$ cat config.mk
export PLATFORM = sky130hd
export DESIGN_NAME = pfc_core
export DESIGN_NICKNAME = d
export VERILOG_FILES = /design/src/verilog/pfc_pkg.sv /design/src/verilog/pfc_core.sv
export SDC_FILE = /design/constraint.sdc
export NUM_CORES = 1
export LEC_CHECK = 0
export ABC_AREA = 1
export BUFFER_PORTS_ARGS = -buffer_cell sky130_fd_sc_hd__buf_2
export CAP_MARGIN = 20
export CORE_MARGIN = 5
export CORE_UTILIZATION = 40
export CTS_BUF_LIST = sky130_fd_sc_hd__clkbuf_8
export DETAILED_ROUTE_END_ITERATION = 8
export SYNTH_ARGS = -nofsm -noshare
export SYNTH_HDL_FRONTEND = slang
export SYNTH_SLANG_ARGS = --single-unit
$ cat constraint.sdc
create_clock -name clock -period 3.07 [get_ports clock]
set_input_delay 0.614 -clock clock [delete_from_list [all_inputs] [get_ports clock]]
set_output_delay 0.614 -clock clock [all_outputs]
set_load 0.1 [all_outputs]
$ cat src/verilog/pfc_pkg.sv
// Purpose: Shared constants for the protection feature configuration block.
// Assumes: 100 MHz clock; register offsets as byte addresses on the port.
// Notes:   Delay counts derive from times in microseconds.
package pfc_pkg;

    // ==========================================================
    // Register map
    localparam logic [7:0] ADDR_DISCHARGE_SET = 8'h05;
    localparam logic [7:0] ADDR_CHARGE_TIME   = 8'h06;
    localparam logic [7:0] ADDR_FEATURE_SET   = 8'h07;
    localparam logic [7:0] ADDR_WRITE_ENABLE  = 8'h08;
    localparam logic [7:0] RESET_VALUE        = 8'h00;

    // ==========================================================
    // Field positions
    localparam int CT_AUTO_OFF_DIS = 7;
    localparam int CT_THR_HI       = 6;
    localparam int CT_THR_LO       = 5;
    localparam int CT_SC_LONG      = 4;
    localparam int CT_CHG_DIV      = 3;
    localparam int CT_DIS_DIV      = 2;
    localparam int CT_TO_HI        = 1;
    localparam int CT_TO_LO        = 0;
    localparam int FS_SCAN_OFF     = 7;
    localparam int FS_REG_DIS      = 6;
    localparam int FS_TEMP_ON      = 5;
    localparam int FS_XOT_DIS      = 4;
    localparam int FS_IOT_DIS      = 3;
    localparam int FS_FORCE_POR    = 2;
    localparam int FS_WAKE_DIS     = 1;
    localparam int FS_WAKE_POL     = 0;
    localparam int WE_FEATURE      = 7;
    localparam int WE_CHARGE       = 6;

    // ==========================================================
    // Times
    localparam int CLK_MHZ       = 100;
    localparam int TICK_US       = 100;
    localparam int TICK_CYCLES   = TICK_US * CLK_MHZ;
    localparam int SC_SHORT_US   = 100;
    localparam int SC_LONG_US    = 10000;
    localparam int SCAN_ON_US    = 5000;
    localparam int SCAN_PERIOD_US = 640000;
    // Charge time-outs in 100 us ticks: 80/160/320/640 ms.
    localparam logic [12:0] OCC_TICKS_0 = 13'd800;
    localparam logic [12:0] OCC_TICKS_1 = 13'd1600;
    localparam logic [12:0] OCC_TICKS_2 = 13'd3200;
    localparam logic [12:0] OCC_TICKS_3 = 13'd6400;
    // Divided charge time-outs in ticks: 2.5/4/8/16 ms.
    localparam logic [12:0] OCC_DIV_0 = 13'd25;
    localparam logic [12:0] OCC_DIV_1 = 13'd40;
    localparam logic [12:0] OCC_DIV_2 = 13'd80;
    localparam logic [12:0] OCC_DIV_3 = 13'd160;
    localparam logic [12:0] SC_SHORT_TICKS =
        13'(SC_SHORT_US / TICK_US);
    localparam logic [12:0] SC_LONG_TICKS = 13'(SC_LONG_US / TICK_US);
    localparam logic [12:0] SCAN_ON_TICKS = 13'(SCAN_ON_US / TICK_US);
    localparam logic [12:0] SCAN_PERIOD_TICKS =
        13'(SCAN_PERIOD_US / TICK_US);
    localparam logic [6:0] DIS_DIV_FACTOR = 7'd64;

    // ==========================================================
    // Threshold codes (0.10/0.12/0.14/0.16 V).
    typedef enum logic [1:0] {
        PFC_THR_100MV = 2'b00,
        PFC_THR_120MV = 2'b01,
        PFC_THR_140MV = 2'b10,
        PFC_THR_160MV = 2'b11
    } pfc_thr_t;

endpackage : pfc_pkg

$ cat src/verilog/pfc_core.sv
// Purpose: Charge/time-scale and feature-set registers with protection logic.
// Assumes: Register port from the serial interface, one write pulse per byte.
// Notes:   Comparator inputs are asynchronous and are synchronised here.
//
// Contract
// Charge overcurrent switches FETs off unless auto-off is disabled.
// Charge overcurrent always sets its flag, which powers the sensor supply.
// Bits 6:5 select charge threshold 0.10, 0.12, 0.14 or 0.16 V.
// Short circuit must last 100 us, or 10 ms with long delay.
// Charge delay divide bit shortens the charge delay by 32; the code divides 80 ms by 32 and 160-640 ms by 40.
// Discharge delay divide bit shortens the discharge delay by 64.
// Bits 1:0 select 80-640 ms, or 2.5-16 ms when divided.
// Unless scan is off, power temperature sensing 5 ms per 640 ms.
// Regulator disable bit turns the internal regulator off.
// Keep-on bit holds the sensor supply on continuously.
// External over-temperature shutdown can be disabled; software decides.
// Internal over-temperature shutdown can be disabled; software decides.
// Force reset bit clears every register including itself.
// Wake disable blocks wake pin; only a write or power cycle revives.
// Wake on rising edge when polarity is one, falling when zero.
// Software keeps polarity zero on the cascaded upper device.
// Trip only when sense exceeds threshold longer than the delay.
// Charge register writes need the charge write enable, zero at reset.
// Feature register writes need the feature write enable, zero at reset.
// Condition clearing early restarts the timer with no trip.
`timescale 1ns/100ps

module pfc_core
    import pfc_pkg::*;
(
    input  wire logic       clock,            // System clock.
    input  wire logic       rstn,             // Synchronous reset, low.
    input  wire logic       clk_en,           // Clock enable; low freezes.
    input  wire logic [7:0] reg_addr,         // Register address.
    input  wire logic [7:0] reg_wdata,        // Write data.
    input  wire logic       reg_write,        // Write strobe, one cycle.
    output logic      [7:0] reg_rdata,        // Read data, registered.
    input  wire logic       occ_above,        // Charge sense above threshold.
    input  wire logic       sc_above,         // Short circuit sense above.
    input  wire logic       ext_ot,           // External over-temperature.
    input  wire logic       int_ot,           // Internal over-temperature.
    input  wire logic       wake_pin,         // Wake pin level.
    input  wire logic       asleep,           // Device is in sleep state.
    input  wire logic       charge_oc_clear,  // Software clears the flag.
    output logic      [1:0] charge_oc_threshold_sel, // Comparator select.
    output logic            discharge_delay_div, // Discharge delay by 64.
    output logic            charge_oc_flag,   // Charge overcurrent flag.
    output logic            sc_trip,          // Short circuit trip.
    output logic            ext_overtemp_flag, // External over-temp flag.
    output logic            int_overtemp_flag, // Internal over-temp flag.
    output logic            fet_off,          // Force power FETs off.
    output logic            balance_off,      // Force balance FETs off.
    output logic            temp_sensor_supply, // Sensor supply on.
    output logic            int_regulator_disable, // Regulator off.
    output logic            wake_event        // Wake request pulse.
);

    // ==========================================================
    // State
    typedef struct packed {
        logic [7:0]  charge_time_scale_config;
        logic [7:0]  feature_set_config;
        logic [7:0]  write_enable;
        logic [7:0]  rdata;
        logic [2:0]  occ_sync;
        logic        occ_s;
        logic [2:0]  sc_sync;
        logic        sc_s;
        logic [2:0]  xot_sync;
        logic        xot_s;
        logic [2:0]  iot_sync;
        logic        iot_s;
        logic [2:0]  wake_sync;
        logic        wake_s;
        logic [13:0] prescale;
        logic [12:0] occ_cnt;
        logic [12:0] sc_cnt;
        logic [12:0] scan_cnt;
        logic        occ_flag;
        logic        sc_flag;
        logic        wake;
    } pfc_state_t;

    pfc_state_t r;
    pfc_state_t next_r;

    // Filters a synchronised level: the stable value moves once the
    // second and third stages agree.
    function automatic logic filt(input logic [2:0] s, input logic q);
        filt = (s[1] == s[2]) ? s[2] : q;
    endfunction : filt

    // Charge time-out in 100 us ticks.
    function automatic logic [12:0] occ_limit(input logic [7:0] c);
        logic [1:0] sel;
        sel = {c[CT_TO_HI], c[CT_TO_LO]};
        if (c[CT_CHG_DIV]) begin
            unique case (sel)
                2'b00: occ_limit = OCC_DIV_0;
                2'b01: occ_limit = OCC_DIV_1;
                2'b10: occ_limit = OCC_DIV_2;
                2'b11: occ_limit = OCC_DIV_3;
            endcase
        end else begin
            unique case (sel)
                2'b00: occ_limit = OCC_TICKS_0;
                2'b01: occ_limit = OCC_TICKS_1;
                2'b10: occ_limit = OCC_TICKS_2;
                2'b11: occ_limit = OCC_TICKS_3;
            endcase
        end
    endfunction : occ_limit

    logic        tick;
    logic [12:0] sc_limit;
    logic        scan_on;

    // ==========================================================
    // Next state
    always_comb begin
        next_r = r;
        tick = (r.prescale == 14'(TICK_CYCLES - 1));
        sc_limit = r.charge_time_scale_config[CT_SC_LONG] ?
            SC_LONG_TICKS : SC_SHORT_TICKS;
        scan_on = r.scan_cnt < SCAN_ON_TICKS;

        next_r.occ_sync  = {r.occ_sync[1:0], occ_above};
        next_r.sc_sync   = {r.sc_sync[1:0], sc_above};
        next_r.xot_sync  = {r.xot_sync[1:0], ext_ot};
        next_r.iot_sync  = {r.iot_sync[1:0], int_ot};
        // The wake pin is held inverted so that its idle high level
        // matches the cleared value and no false edge follows reset.
        next_r.wake_sync = {r.wake_sync[1:0], ~wake_pin};
        next_r.occ_s  = filt(r.occ_sync, r.occ_s);
        next_r.sc_s   = filt(r.sc_sync, r.sc_s);
        next_r.xot_s  = filt(r.xot_sync, r.xot_s);
        next_r.iot_s  = filt(r.iot_sync, r.iot_s);
        next_r.wake_s = filt(r.wake_sync, r.wake_s);

        next_r.prescale = tick ? 14'd0 : r.prescale + 14'd1;

        if (!r.occ_s) begin
            next_r.occ_cnt = 13'd0;
        end else if (tick && r.occ_cnt <= occ_limit(
                r.charge_time_scale_config)) begin
            next_r.occ_cnt = r.occ_cnt + 13'd1;
        end
        if (!r.sc_s) begin
            next_r.sc_cnt = 13'd0;
        end else if (tick && r.sc_cnt <= sc_limit) begin
            next_r.sc_cnt = r.sc_cnt + 13'd1;
        end

        if (charge_oc_clear) begin
            next_r.occ_flag = 1'b0;
        end
        // Ticks run free, so one extra full tick guarantees the sense
        // has been high for at least the whole selected delay.
        if (r.occ_s && r.occ_cnt > occ_limit(
                r.charge_time_scale_config)) begin
            next_r.occ_flag = 1'b1;
        end
        next_r.sc_flag = r.sc_s && r.sc_cnt > sc_limit;

        if (tick) begin
            next_r.scan_cnt = (r.scan_cnt == SCAN_PERIOD_TICKS - 13'd1) ?
                13'd0 : r.scan_cnt + 13'd1;
        end

        next_r.wake = 1'b0;
        if (asleep && !r.feature_set_config[FS_WAKE_DIS]) begin
            next_r.wake = r.feature_set_config[FS_WAKE_POL] ?
                (r.wake_s && !next_r.wake_s) :
                (!r.wake_s && next_r.wake_s);
        end

        if (reg_write) begin
            unique case (reg_addr)
                ADDR_CHARGE_TIME: begin
                    if (r.write_enable[WE_CHARGE]) begin
                        next_r.charge_time_scale_config = reg_wdata;
                    end
                end
                ADDR_FEATURE_SET: begin
                    if (r.write_enable[WE_FEATURE]) begin
                        next_r.feature_set_config = reg_wdata;
                    end
                end
                ADDR_WRITE_ENABLE: next_r.write_enable = reg_wdata;
                default: ;
            endcase
        end

        unique case (reg_addr)
            ADDR_CHARGE_TIME:  next_r.rdata = r.charge_time_scale_config;
            ADDR_FEATURE_SET:  next_r.rdata = r.feature_set_config;
            ADDR_WRITE_ENABLE: next_r.rdata = r.write_enable;
            default:           next_r.rdata = RESET_VALUE;
        endcase
    end

    // ==========================================================
    // Registers
    always_ff @(posedge clock) begin
        if (!rstn || r.feature_set_config[FS_FORCE_POR]) begin
            r <= '0;
        end else if (clk_en) begin
            r <= next_r;
        end
    end

    // ==========================================================
    // Outputs
    always_comb begin
        reg_rdata = r.rdata;
        charge_oc_threshold_sel = {r.charge_time_scale_config[CT_THR_HI],
            r.charge_time_scale_config[CT_THR_LO]};
        discharge_delay_div = r.charge_time_scale_config[CT_DIS_DIV];
        charge_oc_flag = r.occ_flag;
        sc_trip = r.sc_flag;
        ext_overtemp_flag = r.xot_s;
        int_overtemp_flag = r.iot_s;
        balance_off = (r.xot_s && !r.feature_set_config[FS_XOT_DIS])
            || (r.iot_s && !r.feature_set_config[FS_IOT_DIS]);
        fet_off = balance_off || r.sc_flag || (r.occ_flag &&
            !r.charge_time_scale_config[CT_AUTO_OFF_DIS]);
        temp_sensor_supply = r.occ_flag
            || r.feature_set_config[FS_TEMP_ON]
            || (scan_on && !r.feature_set_config[FS_SCAN_OFF]);
        int_regulator_disable = r.feature_set_config[FS_REG_DIS];
        wake_event = r.wake;
    end

endmodule : pfc_core

### Word level (Yosys, flattened, before mapping)

Index checks and enable logic that the tools add are counted.

* add/subtract/negate cells: 4
* shift operators: 0
* multiplexer cells: 17
* multipliers: 0
* reduce and logical (&&, ||, !) cells: 38
* equal/unequal tests: 15
* order comparisons: 5
* bitwise gates (word level): 1
* divide/modulo/power cells: 0

Operator list (count)
* one-hot mux 13 bit (4 select lines): 2
* 2-to-1 mux 13 bit: 7
* adder 13 x 1 -> 13 bit (second input constant): 3
* one-hot mux 8 bit (3 select lines): 1
* == test 8 x 3 -> 1 bit (second input constant): 2
* AND reduction 2 bit: 8
* adder 14 x 1 -> 14 bit (second input constant): 1
* == test 14 bit (second input constant): 1
* 2-to-1 mux 14 bit: 1
* == test 13 bit (second input constant): 1
* > comparator 13 bit: 1
* > comparator 13 x 7 -> 1 bit: 1
* <= comparator 13 bit: 1
* <= comparator 13 x 7 -> 1 bit: 1
* < comparator 13 x 6 -> 1 bit (second input constant): 1
* logical AND 1 bit: 11
* == test 8 x 4 -> 1 bit (second input constant): 1
* logical NOT 1 bit: 8
* AND reduction 4 bit: 2
* 2-to-1 mux 7 bit: 1
* logical OR 1 bit: 6
* == test 1 bit: 5
* 2-to-1 mux 1 bit: 5
* == test 2 bit (second input constant): 2
* 6 further kinds: 7

* flip-flop bits (word level): 108
* input bits: 27
* memory bits (read-only): 0
* latch bits: 0
* memories: 0
* logic and storage cells: 101
* output and inout bits: 20
* RAM bits: 0

### Longest topological paths before layout

* depth in word-level cells: 8
* mapped depth: 18
* depth with buffers taken out: 18

### Worst setup path before layout

No wires, ideal clock.

* path type: register -> output
* start point: register r[12] (netlist name)
* end point: output port temp_sensor_supply
* cell stages (with the launch flop): 4
* buffers on the path: 0
* slack: -1.572 ns
* arrival time: 4.028 ns
* required time: 2.456 ns
* path through: dfxtp_1 > nor2_1 > nand3_1 > o311ai_0

* longest elaborated chain between the ends: 3

Ends and longest elaborated chain
* start: declaration: line pfc_core.sv:84 `pfc_state_t r;`
* start signal: assignment: line pfc_core.sv:208 `r <= next_r;`
* < comparator 13 x 6 -> 1 bit: line pfc_core.sv:125 `scan_on = r.scan_cnt < SCAN_ON_TICKS;`
* logical AND 1 bit: line pfc_core.sv:229 `|| (scan_on && !r.feature_set_config[FS_SCAN_OFF]);`
* logical OR 1 bit: line pfc_core.sv:229
* end: declaration: line pfc_core.sv:53 `output logic temp_sensor_supply,`

No other way between the ends.

### Worst setup path in the final report

* start point: register r[13] (netlist name)
* end point: output port temp_sensor_supply

The elaborated chain is that of the path after synthesis.

==> impl_metrics.csv <==
group,metric,value,unit
run_status,outcome,"finished clean",
synth,synth_nets,864,
critical_path,r2r-end,"r[41]",
synth,syn-instance-count,813,
floorplanning,die_x,129,um
global_routing,grt_first_pass_wirelength,23200,um
synth,ys_warn_count,0,
critical_path,reg2regPathDepth,14,
timing,hold_viol_final,0,
floorplanning,die_height,129,um
cells_and_area,syn_to_final_growth,10.7,%
synth,synthArstFlopShare,0,%
synth,synth_cell_types,42,
routing,wl_per_cell,13.3,um
routing,antenna_left,0,
critical_path,cp_top_family,"buffers and inverters",
run,maxCapViolCount,0,
synth,synthFlopType,"dfxtp_1",
timing,min_period,2.51,ns
cells_and_area,fill_cells,1469,
synth,synthTopCellsByArea,"dfxtp_1, nand2_1, a21oi_1, nand3_1, nor2_1",
floorplanning,dieArea,16600,um^2
critical_path,crit_path_max_fanout,5,
global_routing,antenna_found_initial,0,
clock_tree,post_cts_buffers,0,
synth,synth.largest_area_cell,"dfxtp_1",
critical_path,path_buf_inv,1,
global_routing,grt.total_usage,17.1,%
clock_tree,cts-root-buf,"clkbuf_8",
clock_tree,post_cts_resize_count,0,
hold_path,holdPathEnd,"next_r[58]",
power,finalPower,2.67,mW
routing,drt_iter0_drc,248,
floorplanning,start_util,40.7,%
floorplanning,rows,43,
critical_path,worstSetupEndpointType,"output pin",
floorplanning,ios,47,
timing,report.final.slew_viol_count,0,
synth,synthTopCellsByCount,"nand2_1, dfxtp_1, nor2_1",
critical_path,cpPeakStageDelay,0.51,ns
critical_path,crit_required,2.46,ns
hold_path,worstHoldPathType,"in2reg",
clock_tree,cts_htree_levels,3,
hold_path,hold_start,"wake_pin",
timing,relSlewSlack,57.9,%
floorplanning,core_area,13900,um^2
cells_and_area,nets,895,
routing,drcViolationCount,0,
placed_design,io_buffers,46,
power,leakagePower,2.46,nW
critical_path,critPathSlowestCell,"buf_2",
critical_path,crit_chain,"nor2_1 > nand3_1 > o311ai_1 > buf_2",
clock_tree,clk_latency,0.39,ns
timing,rsz0062_at_grt,"false",
synth,synth.most_common_cell,"nand2_1",
timing,min_period_over_period,81.6,%
hold_path,hold_path_depth,2,
timing,fin_skew,0.00530,ns
timing,whs,0.432,ns
cells_and_area,seq_area,2160,um^2
cells_and_area,drive_above_1_share,10.8,%
synth,yosysSeqAreaShare,38.3,%
synth,synth_seq_cells,108,
routing,drt_first_pass_iters,4,
global_routing,grt_max_degree,56,
critical_path,arrival,1.89,ns
power,peakVddDrop,0.000262,V
critical_path,crit_type,"reg2out",
clock_tree,clockBufferDepth,2,
global_routing,grt_overflow,0,
critical_path,crit_path_start_kind,"register",
power,power.density,428,nW/um^2
clock_tree,cts_buffers,9,
cells_and_area,multi_input_area,3010,um^2
synth,synth_top_area_share,38.3,%
synth,synth-edff-count,0,
clock_tree,cts_hold_buf,0,
clock_tree,tritoncts,"done",
clock_tree,clk_pin_slew,0.11,ns
placed_design,hpwl,9790,um
timing,worst_slew_pin_slew,0.629,ns
synth,avgSynthCellArea,6.95,um^2
global_routing,grt_pass1_vias,4661,
routing,totalWireLength,13700,um
timing,fmax,399,MHz
routing,vias_per_cell,4.99,
cells_and_area,antennaDiodeCount,0,
placed_design,gp_congestion,0.844,
timing,setup_viol,0,
critical_path,reg2reg_from,"r[101]",
critical_path,r2r_slack,0.58,ns
synth,synth_area,5650,um^2
clock_tree,clock-sinks,108,
routing,vias,5136,
[layout by cell type (no fill, tap or decap), types with 4 or more instances in the layout]
master | netlist | final
a21oi_1 | 93 | 93
inv_1 | 75 | 74
xor2_1 | 15 | 15
o21ai_0 | 48 | 47
nand2_1 | 179 | 179
nor2_1 | 95 | 94
or2_2 | 4 | 4
dfxtp_1 | 108 | 108
ha_1 | 24 | 24
nor3_1 | 17 | 17
nand3_1 | 72 | 72
clkbuf_8 | 0 | 10
buf_2 | 3 | 46
nand4_1 | 11 | 11
buf_4 | 10 | 11
[cells by family after synthesis]
group	after synthesis	synth area share (%)
muxes	2	0.354
xor gates and xnor gates	16	2.48
and+or+nand+nor	395	30.8
DFF	108	38.3
adders and majority gates	24	5.32
AOI/OAI and AO/OA	154	14.2
buffers and inverters	114	8.57
[registers in the layout, summed over array words and instances (netlist names)]
signal and flops:
discharge_delay_div 1, reg_rdata 8, int_overtemp_flag 1, sc_trip 1, charge_oc_threshold_sel 2, ext_overtemp_flag 1
wake_event 1, int_regulator_disable 1, r 81, next_r 10, charge_oc_flag 1
[final cells by class]
type / count / area share, %
flip-flops and latches: 108 / 34.6
well taps: 180 / 3.60
inverters: 77 / 4.62
clock inverters: 6 / 1.86
multi-input cells: 591 / 48.1
clock buffers: 10 / 2.20
repair buffers: 57 / 5.00
[how the worst max path moves through the flow]
| stage | startpoint | to | slack, ns | cells after the start |
|---|---|---|---|---|
| floorplan | r[12] | temp_sensor_supply | -0.39 | 3 |
| global placement | r[101] | r[39] | 0.63 | 15 |
| detailed placement | r[101] | r[39] | 0.59 | 15 |
| CTS | r[13] | temp_sensor_supply | 0.52 | 4 |
| global route | r[101] | r[41] | 0.27 | 14 |
| finish | r[13] | temp_sensor_supply | 0.56 | 4 |
[per-layer routing]
layer / part of all wire, % / global-route usage [%] / vias up
met5: 0 / 0 / -
met2: 44 / 26.7 / 81
met4: 1.9 / 6.73 / 0
met1: 50 / 23.9 / 2311
li1: - / - / 2727
met3: 3.3 / 2.16 / 17
[where the power goes]
group          internal [mW]  switching, mW  leakage (nW)
sequential              1.41         0.0111         0.872
combinational         0.0420          0.108          1.46
clock                  0.573          0.527         0.128
total                   2.03          0.646          2.46
[metrics by stage]
stage,setup WS (ns),area (um^2),TNS [ns],instances,utilization (%)
finish,0.565,6250,0,1029,45.0
global placement,0.631,6000,0,1013,43.2
CTS,0.517,6250,0,1029,45.0
global route,0.266,6250,0,1029,45.0
floorplan,-0.392,5650,-0.392,813,-
detailed placement,0.589,6000,0,1013,43.2
Note: power is estimated with default switching activity, not from simulation.
